`config.mk`:
```
export PLATFORM = sky130hd
export DESIGN_NAME = scc_coprocessor
export DESIGN_NICKNAME = d
export VERILOG_FILES = /design/src/scc_pkg.sv /design/src/scc_coprocessor.sv
export SDC_FILE = /design/constraint.sdc
export NUM_CORES = 1
export LEC_CHECK = 0
export ABC_AREA = 0
export BUFFER_PORTS_ARGS = -buffer_cell sky130_fd_sc_hd__buf_2
export CAP_MARGIN = 5
export CORE_MARGIN = 2
export CORE_UTILIZATION = 40
export CTS_CLUSTER_SIZE = 8
export DETAILED_ROUTE_END_ITERATION = 8
export PLACE_DENSITY = 0.66
export RECOVER_POWER = 50
export SKIP_CTS_REPAIR_TIMING = 1
export SLEW_MARGIN = 5
export SYNTH_ARGS = -nofsm -noshare
export SYNTH_HDL_FRONTEND = slang
export SYNTH_SLANG_ARGS = --single-unit
```
`constraint.sdc`:
```
create_clock -name ref_clk -period 5.7 [get_ports ref_clk]
set_input_delay 1.14 -clock ref_clk [delete_from_list [all_inputs] [get_ports ref_clk]]
set_output_delay 1.14 -clock ref_clk [all_outputs]
set_load 0.02 [all_outputs]
```
`src/scc_pkg.sv`:
```
// package for the system control coprocessor: register numbers, fields,
// reset values, exception codes and vector offsets.
// assumes one core clock and a pipeline that issues moves and checks.
package scc_pkg;
   // control register numbers on the move port
   localparam logic [4:0] REG_STATUS = 5'h0C;
   localparam logic [4:0] REG_CAUSE = 5'h0D;
   localparam logic [4:0] REG_EXC_RET = 5'h0E;
   localparam logic [4:0] REG_IDENT = 5'h0F;
   localparam logic [4:0] REG_CONFIG = 5'h10;
   localparam logic [4:0] REG_REGION_CACHE_ALGORITHM = 5'h11;
   localparam logic [4:0] REG_INSTRUCTION_WATCHPOINT = 5'h12;
   localparam logic [4:0] REG_DATA_WATCHPOINT = 5'h13;
   localparam logic [4:0] REG_FAULT = 5'h08;
   localparam logic [4:0] REG_IBASE = 5'h00;
   localparam logic [4:0] REG_IBOUND = 5'h01;
   localparam logic [4:0] REG_DBASE = 5'h02;
   localparam logic [4:0] REG_DBOUND = 5'h03;
   localparam logic [4:0] REG_ERR_RET = 5'h1E;
   // status fields
   localparam int ST_IE = 0;
   localparam int ST_EXL = 1;
   localparam int ST_ERL = 2;
   localparam int ST_UM = 4;
   localparam int ST_IL = 23;
   localparam int ST_DL = 24;
   localparam int ST_FR = 26;
   localparam logic [31:0] STATUS_RESET = 32'h0000_0004;
   // cause fields
   localparam int CA_CODE_LO = 2;
   localparam int CA_IV = 23;
   localparam int CA_IW = 24;
   localparam int CA_DW = 25;
   // watch register fields: bit 0 enables the watch exception
   localparam int WT_EN = 0;
   // config fields
   localparam logic [2:0] CACHE_SIZE_8K = 3'h1;
   localparam int CF_IC_LO = 9;
   localparam int CF_DC_LO = 6;
   localparam logic [31:0] REGION_CACHE_ALGORITHM_RESET = 32'h2223_3333;
   // exception codes
   localparam logic [5:0] EXC_INT = 6'h00;
   localparam logic [5:0] EXC_IBOUND = 6'h02;
   localparam logic [5:0] EXC_DBOUND = 6'h03;
   localparam logic [5:0] EXC_WATCH = 6'h23;
   // vector offsets
   localparam logic [11:0] VEC_GENERAL = 12'h180;
   localparam logic [11:0] VEC_INTR = 12'h200;
   // settle windows in instructions
   localparam logic [2:0] IL_SETTLE = 3'h5;
   localparam logic [2:0] DL_SETTLE = 3'h3;
   localparam logic [2:0] IW_SKIP = 3'h5;
   localparam logic [2:0] DW_SKIP = 3'h2;
   // fixed kernel translation: top three address bits cleared
   localparam logic [31:0] KERN_MASK = 32'h1FFF_FFFF;

   typedef struct packed {
      logic valid;
      logic write;
      logic dword;
      logic [4:0] regNum;
      logic [31:0] data;
   } scc_move_t;

   typedef struct packed {
      logic iValid;
      logic [31:0] iAddr;
      logic dValid;
      logic [31:0] dAddr;
      logic retire;
      logic intReq;
      logic [31:0] pc;
      logic eret;
   } scc_pipe_t;

   typedef struct packed {
      logic take;
      logic [5:0] code;
      logic [11:0] vector;
   } scc_exc_t;
endpackage : scc_pkg

```
`src/scc_coprocessor.sv`:
```
// system control coprocessor: mode, cache locks, watchpoints, bounds.
// assumes one pipeline that presents moves, addresses and retire pulses.
`timescale 1ns/10ps
module scc_coprocessor #(
   parameter logic [7:0] IMPL_CODE = 8'h5A, // arbitrary value
   parameter logic [7:0] REV_CODE = 8'h01 // arbitrary value
) (
   // clock and reset
   input wire logic ref_clk,
   input wire logic reset_n,
   // coprocessor moves
   input scc_pkg::scc_move_t move,
   output logic [31:0] readData,
   // pipeline requests
   input scc_pkg::scc_pipe_t pipe,
   // cache refill way choice
   input wire logic iLineValidA,
   input wire logic dLineValidA,
   output logic iRefillBlockA,
   output logic dRefillBlockA,
   // mode and exception results
   output logic userMode,
   output logic fpRegs32,
   output logic [31:0] iPhysAddr,
   output logic [31:0] dPhysAddr,
   output scc_pkg::scc_exc_t exc
);
   import scc_pkg::*;

   typedef struct packed {
      logic [31:0] status;
      logic [31:0] cause;
      logic [31:0] faultAddr;
      logic [31:0] excRet;
      logic [31:0] errRet;
      logic [31:0] region_cache_algorithm;
      logic [31:0] instruction_watchpoint;
      logic [31:0] data_watchpoint;
      logic [31:0] iBase;
      logic [31:0] iBound;
      logic [31:0] dBase;
      logic [31:0] dBound;
      logic [2:0] ilCnt;
      logic [2:0] dlCnt;
      logic [2:0] iwCnt;
      logic [2:0] dwCnt;
      logic iLockOn;
      logic dLockOn;
      logic [31:0] rd;
      logic [31:0] iPa;
      logic [31:0] dPa;
      scc_exc_t exc;
   } scc_state_t;

   scc_state_t st;
   scc_state_t next_st;
   logic wr;
   logic iOut;
   logic dOut;
   logic iHit;
   logic dHit;
   logic watchOk;
   logic [31:0] cfgWord;
   logic [31:0] identWord;

   assign cfgWord = {16'h0000, 4'h0, CACHE_SIZE_8K, CACHE_SIZE_8K, 6'h00};
   assign identWord = {16'h0000, IMPL_CODE, REV_CODE};
   // doubleword moves are dropped silently, no trap
   assign wr = move.valid && move.write && !move.dword;

   always_comb begin
      next_st = st;
      iOut = 1'b0;
      dOut = 1'b0;
      iHit = 1'b0;
      dHit = 1'b0;
      next_st.exc = '0;
      // watch only when both levels clear
      watchOk = !st.status[ST_ERL] && !st.status[ST_EXL];
      // lock settles after a count of retired instructions
      if (pipe.retire && st.ilCnt != 3'h0) begin
         next_st.ilCnt = st.ilCnt - 3'h1;
      end
      if (pipe.retire && st.dlCnt != 3'h0) begin
         next_st.dlCnt = st.dlCnt - 3'h1;
      end
      // check skipped for a few instructions after enable
      if (pipe.retire && st.iwCnt != 3'h0) begin
         next_st.iwCnt = st.iwCnt - 3'h1;
      end
      if (pipe.retire && st.dwCnt != 3'h0) begin
         next_st.dwCnt = st.dwCnt - 3'h1;
      end
      next_st.iLockOn = st.status[ST_IL] && st.ilCnt == 3'h0;
      next_st.dLockOn = st.status[ST_DL] && st.dlCnt == 3'h0;
      // kernel: fixed translation, no bounds check
      if (st.status[ST_UM]) begin
         iOut = pipe.iValid && (pipe.iAddr < st.iBase ||
                                pipe.iAddr > st.iBound);
         dOut = pipe.dValid && (pipe.dAddr < st.dBase ||
                                pipe.dAddr > st.dBound);
         next_st.iPa = pipe.iAddr;
         next_st.dPa = pipe.dAddr;
      end else begin
         next_st.iPa = pipe.iAddr & KERN_MASK;
         next_st.dPa = pipe.dAddr & KERN_MASK;
      end
      iHit = pipe.iValid && st.instruction_watchpoint[WT_EN] && st.iwCnt == 3'h0 &&
             pipe.iAddr[31:2] == st.instruction_watchpoint[31:2];
      dHit = pipe.dValid && st.data_watchpoint[WT_EN] && st.dwCnt == 3'h0 &&
             pipe.dAddr[31:2] == st.data_watchpoint[31:2];
      // no miss exceptions; only these sources exist
      if (!st.status[ST_EXL] && !st.status[ST_ERL] &&
          (iOut || dOut || ((iHit || dHit) && watchOk) ||
           (pipe.intReq && st.status[ST_IE]))) begin
         next_st.exc.take = 1'b1;
         next_st.excRet = pipe.pc;
         next_st.status[ST_EXL] = 1'b1;
         next_st.cause[CA_IW] = 1'b0;
         next_st.cause[CA_DW] = 1'b0;
         next_st.exc.vector = VEC_GENERAL;
         if (iOut) begin
            next_st.exc.code = EXC_IBOUND;
            next_st.faultAddr = pipe.iAddr;
         end else if (dOut) begin
            next_st.exc.code = EXC_DBOUND;
            next_st.faultAddr = pipe.dAddr;
         end else if (iHit || dHit) begin
            // watch code and which watchpoint hit
            next_st.exc.code = EXC_WATCH;
            next_st.cause[CA_IW] = iHit;
            next_st.cause[CA_DW] = dHit && !iHit;
         end else begin
            next_st.exc.code = EXC_INT;
            next_st.exc.vector = st.cause[CA_IV] ? VEC_INTR : VEC_GENERAL;
         end
         next_st.cause[CA_CODE_LO +: 6] = next_st.exc.code;
      end else if (pipe.eret) begin
         if (st.status[ST_ERL]) begin
            next_st.status[ST_ERL] = 1'b0;
         end else begin
            next_st.status[ST_EXL] = 1'b0;
         end
      end
      // new bounds apply next cycle, well inside the allowance
      // region_cache_algorithm writes are taken as-is even for the active region
      if (wr) begin
         case (move.regNum)
            REG_STATUS: begin
               if (move.data[ST_IL] && !st.status[ST_IL]) begin
                  next_st.ilCnt = IL_SETTLE;
               end
               if (move.data[ST_DL] && !st.status[ST_DL]) begin
                  next_st.dlCnt = DL_SETTLE;
               end
               next_st.status = move.data;
            end
            // only the vector select is writable in cause
            REG_CAUSE: next_st.cause[CA_IV] = move.data[CA_IV];
            REG_EXC_RET: next_st.excRet = move.data;
            REG_ERR_RET: next_st.errRet = move.data;
            REG_REGION_CACHE_ALGORITHM: next_st.region_cache_algorithm = move.data;
            REG_INSTRUCTION_WATCHPOINT: begin
               if (move.data[WT_EN] && !st.instruction_watchpoint[WT_EN]) begin
                  next_st.iwCnt = IW_SKIP;
               end
               next_st.instruction_watchpoint = move.data;
            end
            REG_DATA_WATCHPOINT: begin
               if (move.data[WT_EN] && !st.data_watchpoint[WT_EN]) begin
                  next_st.dwCnt = DW_SKIP;
               end
               next_st.data_watchpoint = move.data;
            end
            REG_IBASE: next_st.iBase = move.data;
            REG_IBOUND: next_st.iBound = move.data;
            REG_DBASE: next_st.dBase = move.data;
            REG_DBOUND: next_st.dBound = move.data;
            // config, identity, fault address ignore writes
            default: next_st.rd = st.rd;
         endcase
      end
      // all readable registers are 32 bits
      case (move.regNum)
         REG_STATUS: next_st.rd = st.status;
         REG_CAUSE: next_st.rd = st.cause;
         REG_EXC_RET: next_st.rd = st.excRet;
         REG_ERR_RET: next_st.rd = st.errRet;
         REG_IDENT: next_st.rd = identWord;
         REG_CONFIG: next_st.rd = cfgWord;
         REG_REGION_CACHE_ALGORITHM: next_st.rd = st.region_cache_algorithm;
         REG_INSTRUCTION_WATCHPOINT: next_st.rd = st.instruction_watchpoint;
         REG_DATA_WATCHPOINT: next_st.rd = st.data_watchpoint;
         REG_FAULT: next_st.rd = st.faultAddr;
         REG_IBASE: next_st.rd = st.iBase;
         REG_IBOUND: next_st.rd = st.iBound;
         REG_DBASE: next_st.rd = st.dBase;
         REG_DBOUND: next_st.rd = st.dBound;
         default: next_st.rd = 32'h0000_0000;
      endcase
   end

   always_ff @(posedge ref_clk or negedge reset_n) begin
      if (!reset_n) begin
         // locks clear, vector select clear, region_cache_algorithm reset
         st <= '0;
         st.status <= STATUS_RESET;
         st.region_cache_algorithm <= REGION_CACHE_ALGORITHM_RESET;
      end else begin
         st <= next_st;
      end
   end

   // locked set skipped unless its line is invalid
   logic iBlk;
   logic dBlk;
   always_ff @(posedge ref_clk or negedge reset_n) begin
      if (!reset_n) begin
         iBlk <= 1'b0;
         dBlk <= 1'b0;
      end else begin
         iBlk <= next_st.iLockOn && iLineValidA;
         dBlk <= next_st.dLockOn && dLineValidA;
      end
   end

   assign readData = st.rd;
   assign iRefillBlockA = iBlk;
   assign dRefillBlockA = dBlk;
   assign userMode = st.status[ST_UM];
   assign fpRegs32 = st.status[ST_FR];
   assign iPhysAddr = st.iPa;
   assign dPhysAddr = st.dPa;
   assign exc = st.exc;
endmodule : scc_coprocessor

```
==> results of run 1 <==
==> routing by layer <==
metal / wire length (µm) / track usage / share of wire
met1: 33400 / 0.352 / 0.40
met2: 38100 / 0.412 / 0.45
met3: 8530 / 0.0663 / 0.10
met4: 3700 / 0.123 / 0.044
met5: 68 / 0 / 0.00081
==> synthesized netlist by cell type, drive strengths merged (2+ instances only) <==
cell	count
clkbuf	52
o211a	4
a21o	12
and2	40
xor2	13
mux2i	32
a21oi	89
and3	22
dfrtp	460
a211o	2
or2	2
buf	189
o211ai	7
nand3	38
nor4b	2
a221o	34
nand2b	5
a211oi	4
nor3	5
a221oi	52
nor3b	2
a22oi	46
a222oi	22
nand3b	2
nor2	31
ha	134
nor4	18
o21a	4
inv	141
nor2b	3
o21ai	20
a31oi	35
or3	3
xnor2	55
nand4	36
a21boi	4
dfstp	14
a22o	48
nand2	176
a2111oi	3
mux2	257
==> power by group through the flow <==
stage                     sequential, mW  combinational, mW  clock, mW
after floorplan                     4.12               1.09          0
after detailed placement            4.26               1.56          0
after global routing                4.28               1.73       4.06
final                               4.24               1.58       3.86
after global placement              4.24               1.48          0
after CTS                           4.22               1.57       3.91
==> stage by stage <==
step	utilization	setup WS [ns]	hold slack, ns	cell area [µm²]
2_1_floorplan	-	2.41	0.438	24300
3_3_place_gp	0.425	1.31	0.458	25600
3_5_place_dp	0.425	1.20	0.463	25600
4_1_cts	0.459	1.82	0.475	27600
5_1_grt	0.457	1.54	0.496	27500
6_report	0.457	1.62	0.475	27500
==> kinds of logic after synthesis <==
kind of cell	count (synthesis)	share of synthesized area
xor gates and xnor gates	68	0.0245
and+or+nand+nor	389	0.0789
AOI/OAI and AO/OA	393	0.122
DFF	474	0.489
buffers and inverters	382	0.0837
muxes	289	0.132
adders and majority gates	134	0.0691
other	1	0.000154
==> tightest hold or removal path, cell delays in order, from the launching register on <==
cell	delay [ns]
dfrtp_1	0.34
nand2_1	0.05
nand2_1	0.05
==> layout make-up <==
class | instances | area share
flip-flops and latches | 474 | 0.432
inverters | 141 | 0.0192
well taps | 782 | 0.0356
clock buffers | 119 | 0.0734
repair buffers | 297 | 0.0574
multi-input cells | 1285 | 0.382
diodes | 2 | 0.000182
==> state kept, by name (all words and copies together), names as in the netlist <==
name and cells:
st 368, dPhysAddr 32, iPhysAddr 32, readData 32
exc 6, dRefillBlockA 1, fpRegs32 1, iRefillBlockA 1
userMode 1
==> how the worst max path moves through the flow <==
stage               endpoint  cells after the start  slack, ns  startpoint
finish               st[388]                     10       1.62    pipe[63]
global route         st[388]                     10       1.54    pipe[62]
global placement     st[406]                     10       1.31    pipe[62]
floorplan            st[386]                     10       2.41    pipe[99]
CTS                  st[388]                     10       1.82    pipe[65]
detailed placement   st[409]                     10       1.20    pipe[65]
==> metrics.txt, run 1 <==
DRC viols 0; measured slew at the worst slew-check pin 2.57 ns; initial antenna violation count 8; core area approximately 60000 µm²; violated checks max-capacitance violations, max-slew violations; max-slew violation count 92; Bufs on Longest Clock Path 3; IO Pins 264; worst hold stages 2; Pleak about 13 nW; max-cap check violation count 1; dominant cell type by area after synthesis dfrtp_1; hold endpoint st[501]; EDFF count, synth 0; unrepaired setup endpoints after global routing no; fraction of registers with async set/reset 1.00; relative slew slack -0.715; Fmax 245 MHz; Hold Crit Start st[501]; number of clock sinks 474; register area share after synthesis 0.489; CP Launch Type input port; VDD IR max 0.237 mV; Placed Instances 2979; crit end category register; Internal 6.89 mW; switch share 0.288; Clk pwr share 0.399; number of global-route vias before repair 18800; Setup violations, final 0; most frequent cells in the layout 460 x dfrtp_1, 256 x mux2_2, 192 x buf_2, 174 x nand2_1, 141 x inv_1; initial core utilization 0.404; share of layout cells above drive strength 1 0.265; Setup CP Type in -> reg; part of the power in registers 0.438; commonest non-fill, non-tap cell in the layout dfrtp_1; FILL cells 5555; via count 18500; remaining antenna violation count 0; Non-Filler Instances 3100; GRT Resource Usage Total 0.266; first-pass GRT wire length 124000 µm; minimum clock period 4.08 ns; Worst path top cell family by delay compound AO/OA/AOI/OAI gates; row cnt 90; yosys warns 0; net switching power 2.79 mW; vias per inst 5.95; wire per inst 27.1 µm; Mapped Cells approximately 2100; Main synth FF type dfrtp_1; synth unique cells 68; Buf/Inv on CP 2; Hold Violations, Final 0; detailed-router iteration count before antenna repair 8; top cell type's share of synthesized area 0.474; Reg2Reg Depth 10; Setup Skew 0.0262 ns; register area 11900 µm²; status finished with violations; reg-to-reg endpoint st[388]; Die Wd 250 µm; # H-tree levels 3; Area contributors post-synth dfrtp_1 47%, mux2_2 12%, ha_1 6.9%; area of the die 62700 µm²; Comb pwr share 0.163; crit-path max cell delay 0.78 ns; setup TNS 0 ns; Final #Nets around 2500; PwrDens 352 nW/µm²; area of the multi-input gates 10500 µm²; CP max stage cell a2111oi_0; pin count of the biggest net entering global routing roughly 140; grt total ovfl 0; Hold Crit Class reg -> reg; Port Buf Inserts 251; Final HPWL DP 57800 µm; CTS tree done; routability-driven placement congestion ratio 0.972; CP required between 6 and 7 ns; Pwr Total 9.68 mW; P&R area growth vs syn 13.3%; worst-path cell chain clkbuf_1 -> ha_1 -> nand4_1 -> a2111oi_0 -> o31ai_1 -> o221a_2 -> o211ai_4 -> a211oi_4 -> buf_4 -> a221o_1; Syn Area/Cell 11.4 µm²; number of buffers created by CTS 69; Reg2Reg Setup Slack just under 2 ns; reg2reg start st[156]; Clock Latency Late Sink 0.60 ns; Die Span Y 250 µm; final WL 83900 µm; Root Driver clkbuf_16; top fanout value on the critical path 24; number of DRC markers in iteration 0 2119; Critical Path AT between 4 and 5 ns; synthesized area 24300 µm²; clk slew on worst S/H paths about 0.05 ns; FF+latch count, synth 474; Final Cycle Share 0.716
Power figures use the tool's default switching activity.
==> inputs of run 2 (changes only) <==
Settings changed: ABC_AREA 0 to 1.
Clock period 5.7 ns to 4.25 ns, I/O delays scaled along.
==> run 2 against run 1 <==
Highest routed layer is now met4. Global-route usage grew 0.82 points. Cell count grew 24%. Critical path depth grew 9. Sequential power grew 33%. Area after synthesis grew 0.78%. First-iteration DRC count grew 30%. Cell area grew 0.96%. The run still ends with max-capacitance violations, max-slew violations left. Combinational power grew 47%.
==> metrics.txt, run 2 <==
CP max stage cell clkbuf_1; top cell type's share of synthesized area 0.470 (-0.00366); violated checks max-capacitance violations, max-slew violations; commonest cells in the netlist 661 x nand2_1, 460 x dfrtp_1, 346 x o21ai_0, 334 x inv_1, 136 x nor2_1; wire per inst 22.6 µm (-17%); measured slew at the worst slew-check pin 2.59 ns (+0.0156 ns); CP required 4.74 ns (-1.42 ns); synth unique cells 46 (-32%); WHS 0.389 ns (-0.0858 ns); Setup Skew 0.0204 ns (-0.00582 ns); CTS tree done; final WL 86600 µm (+3.2%); top fanout value on the critical path 46 (+92%); Critical Path AT 3.79 ns (-0.74 ns); Internal 9.19 mW (+33%); vias per inst 5.52 (-7.3%); net switching power 3.99 mW (+43%); Die Wd 251 µm (+0.38%); initial antenna violation count 4 (-4); Final HPWL DP 64400 µm (+12%); dominant cell type by area after synthesis dfrtp_1; Syn Area/Cell 8.52 µm² (-25%); VDD IR max 0.225 mV (-5.2%); worst-path cell chain clkbuf_1 -> ha_1 -> a21oi_1 -> o21ai_0 -> a21oi_1 -> nand2_1 -> nand2_1 -> nand2_1 -> nand2_1 -> nand2_1 -> nand2_1 -> nand2_2 -> nand2_2 -> buf_4 -> nand2_8 -> nand2_1 -> nand3_1 -> nand2_1 -> inv_1; Fmax 303 MHz; setup TNS 0 ns (unchanged); Die Span Y 251 µm (+0.38%); number of global-route vias before repair 19800 (+5.3%); worst hold stages 1 (-1); Final Util 0.459 (+0.00183); P&R area growth vs syn 13.5%; grt total ovfl 0 (unchanged); pin count of the biggest net entering global routing 95 (-34%); FF+latch count, synth 474 (unchanged); critical path depth 19 (+9); number of buffers created by CTS 69 (unchanged); relative slew slack -0.726 (-0.0104); critical path's most frequent cell nand2_1; Area contributors post-synth dfrtp_1 47%, nand2_1 10%, o21ai_0 7.1%; EDFF count, synth 0 (unchanged); Final Cycle Share 0.776; Final #Nets 3293 (+29%); register area share after synthesis 0.485 (-0.00378); Setup CP Type in -> reg; clk slew on worst S/H paths 0.05 ns (about the same); fraction of registers with async set/reset 1.00 (unchanged); # H-tree levels 3 (unchanged); Setup violations, final 0 (unchanged); PwrDens 475 nW/µm² (+35%); most frequent cells in the layout 656 x nand2_1, 460 x dfrtp_1, 346 x o21ai_0, 333 x inv_1, 192 x buf_2; via count 21200 (+15%); Clock Latency Late Sink 0.61 ns (about the same); unrepaired setup endpoints after global routing no; crit end category register; row cnt 90 (unchanged); Pwr Total 13.2 mW (+36%); status finished with violations; area of the die 63200 µm² (+0.77%); share of layout cells above drive strength 1 0.119 (-0.146); Worst path top cell family by delay simple AND/OR/NAND/NOR gates; CP Launch Type input port; first-pass GRT wire length 128000 µm (+3.4%); Port Buf Inserts 251 (unchanged); max-cap check violation count 1 (unchanged); max reg flops 368 (unchanged); Reg2Reg Depth 18 (+8); Buf/Inv on CP 3 (+1); core area 60500 µm² (+0.56%); commonest non-fill, non-tap cell in the layout nand2_1; IO Pins 264 (unchanged); Main synth FF type dfrtp_1; number of DRC markers in iteration 0 2762 (+30%); Bufs on Longest Clock Path 3 (unchanged); GRT Resource Usage Total 0.274 (+0.00819); yosys warns 0 (unchanged); Non-Filler Instances 3840 (+24%); max-slew violation count 91 (-1.1%); number of clock sinks 474 (unchanged); Hold Violations, Final 0 (unchanged); synthesized area 24500 µm² (+0.78%); Root Driver clkbuf_16; switch share 0.302 (+0.0143); Mapped Cells 2871 (+35%); DRC viols 0 (unchanged); most frequent cell after synthesis nand2_1; minimum clock period 3.30 ns; part of the power in registers 0.428 (-0.010); Placed Instances 3725 (+25%); detailed-router iteration count before antenna repair 6 (-2); Clk pwr share 0.396 (-0.003); routability-driven placement congestion ratio 0.967 (-0.51%); Comb pwr share 0.176 (+0.013); crit-path max cell delay 0.58 ns (-0.20 ns); Pleak 13.3 nW (+4.1%); remaining antenna violation count 0 (unchanged); Largest Register st; Hold Crit Class in -> reg; initial core utilization 0.405 (+0.000869)
run 2: cell count changes after synthesis, sizes merged, moves of 89 or more:
cell / before / now
nand2: 176 / 667
nor2: 31 / 136
mux2: 257 / 0
nand3: 38 / 127
inv: 141 / 338
o21ai: 20 / 350
run 2: final timing paths:
path / slack [ns] / from / to
setup / recovery: 0.95 / pipe[46] / st[389]
hold / removal: 0.39 / pipe[35] / dPhysAddr[0]
setup reg to reg: 1.07 / st[192] / st[389]
hold reg to reg: 0.48 / st[251] / st[251]
max in group asynchronous: 1.14 / reset_n / st[414]
min in group asynchronous: 1.01 / reset_n / iPhysAddr[9]
run 2: power by group through the flow:
| stage | sequential, mW | combinational (mW) | clock [mW] |
|---|---|---|---|
| global placement | 5.67 | 2.26 | 0 |
| finish | 5.64 | 2.32 | 5.21 |
| detailed placement | 5.68 | 2.30 | 0 |
| CTS | 5.62 | 2.31 | 5.28 |
| floorplan | 5.53 | 1.58 | 0 |
| global route | 5.70 | 2.63 | 5.49 |
run 2: cell type report:
class	instances	area, µm²
Clock buffer	110	2000
Clock inverter	3	41.3
Timing Repair Buffer	292	1550
Sequential cell	474	11900
Antenna cell	2	5.00
Tap cell	782	978
Fill cell	5862	32700
Inverter	341	1280
Multi-Input combinational cell	1836	10000
run 2: stage by stage:
step,area [µm²],setup slack (ns)
after floorplan,24500,1.57
after detailed placement,25800,0.479
after global placement,25800,0.525
final,27800,0.953
after global routing,27800,0.628
after CTS,27900,1.09
run 2: cell families after synthesis:
kind of cell	after synthesis	synth area share
xor+xnor	29	0.0104
flops	474	0.485
compound gates	647	0.155
simple gates	1014	0.173
buf+inv	572	0.108
other cells	1	0.000153
fa+ha+maj	134	0.0685
run 2: routing by layer:
metal / GRT usage / up-vias / wire length [µm]
li1: - / 9718 / -
met1: 0.398 / 10100 / 37400
met2: 0.397 / 1161 / 36200
met3: 0.0577 / 183 / 9450
met4: 0.113 / 0 / 3460
met5: 0 / - / 0
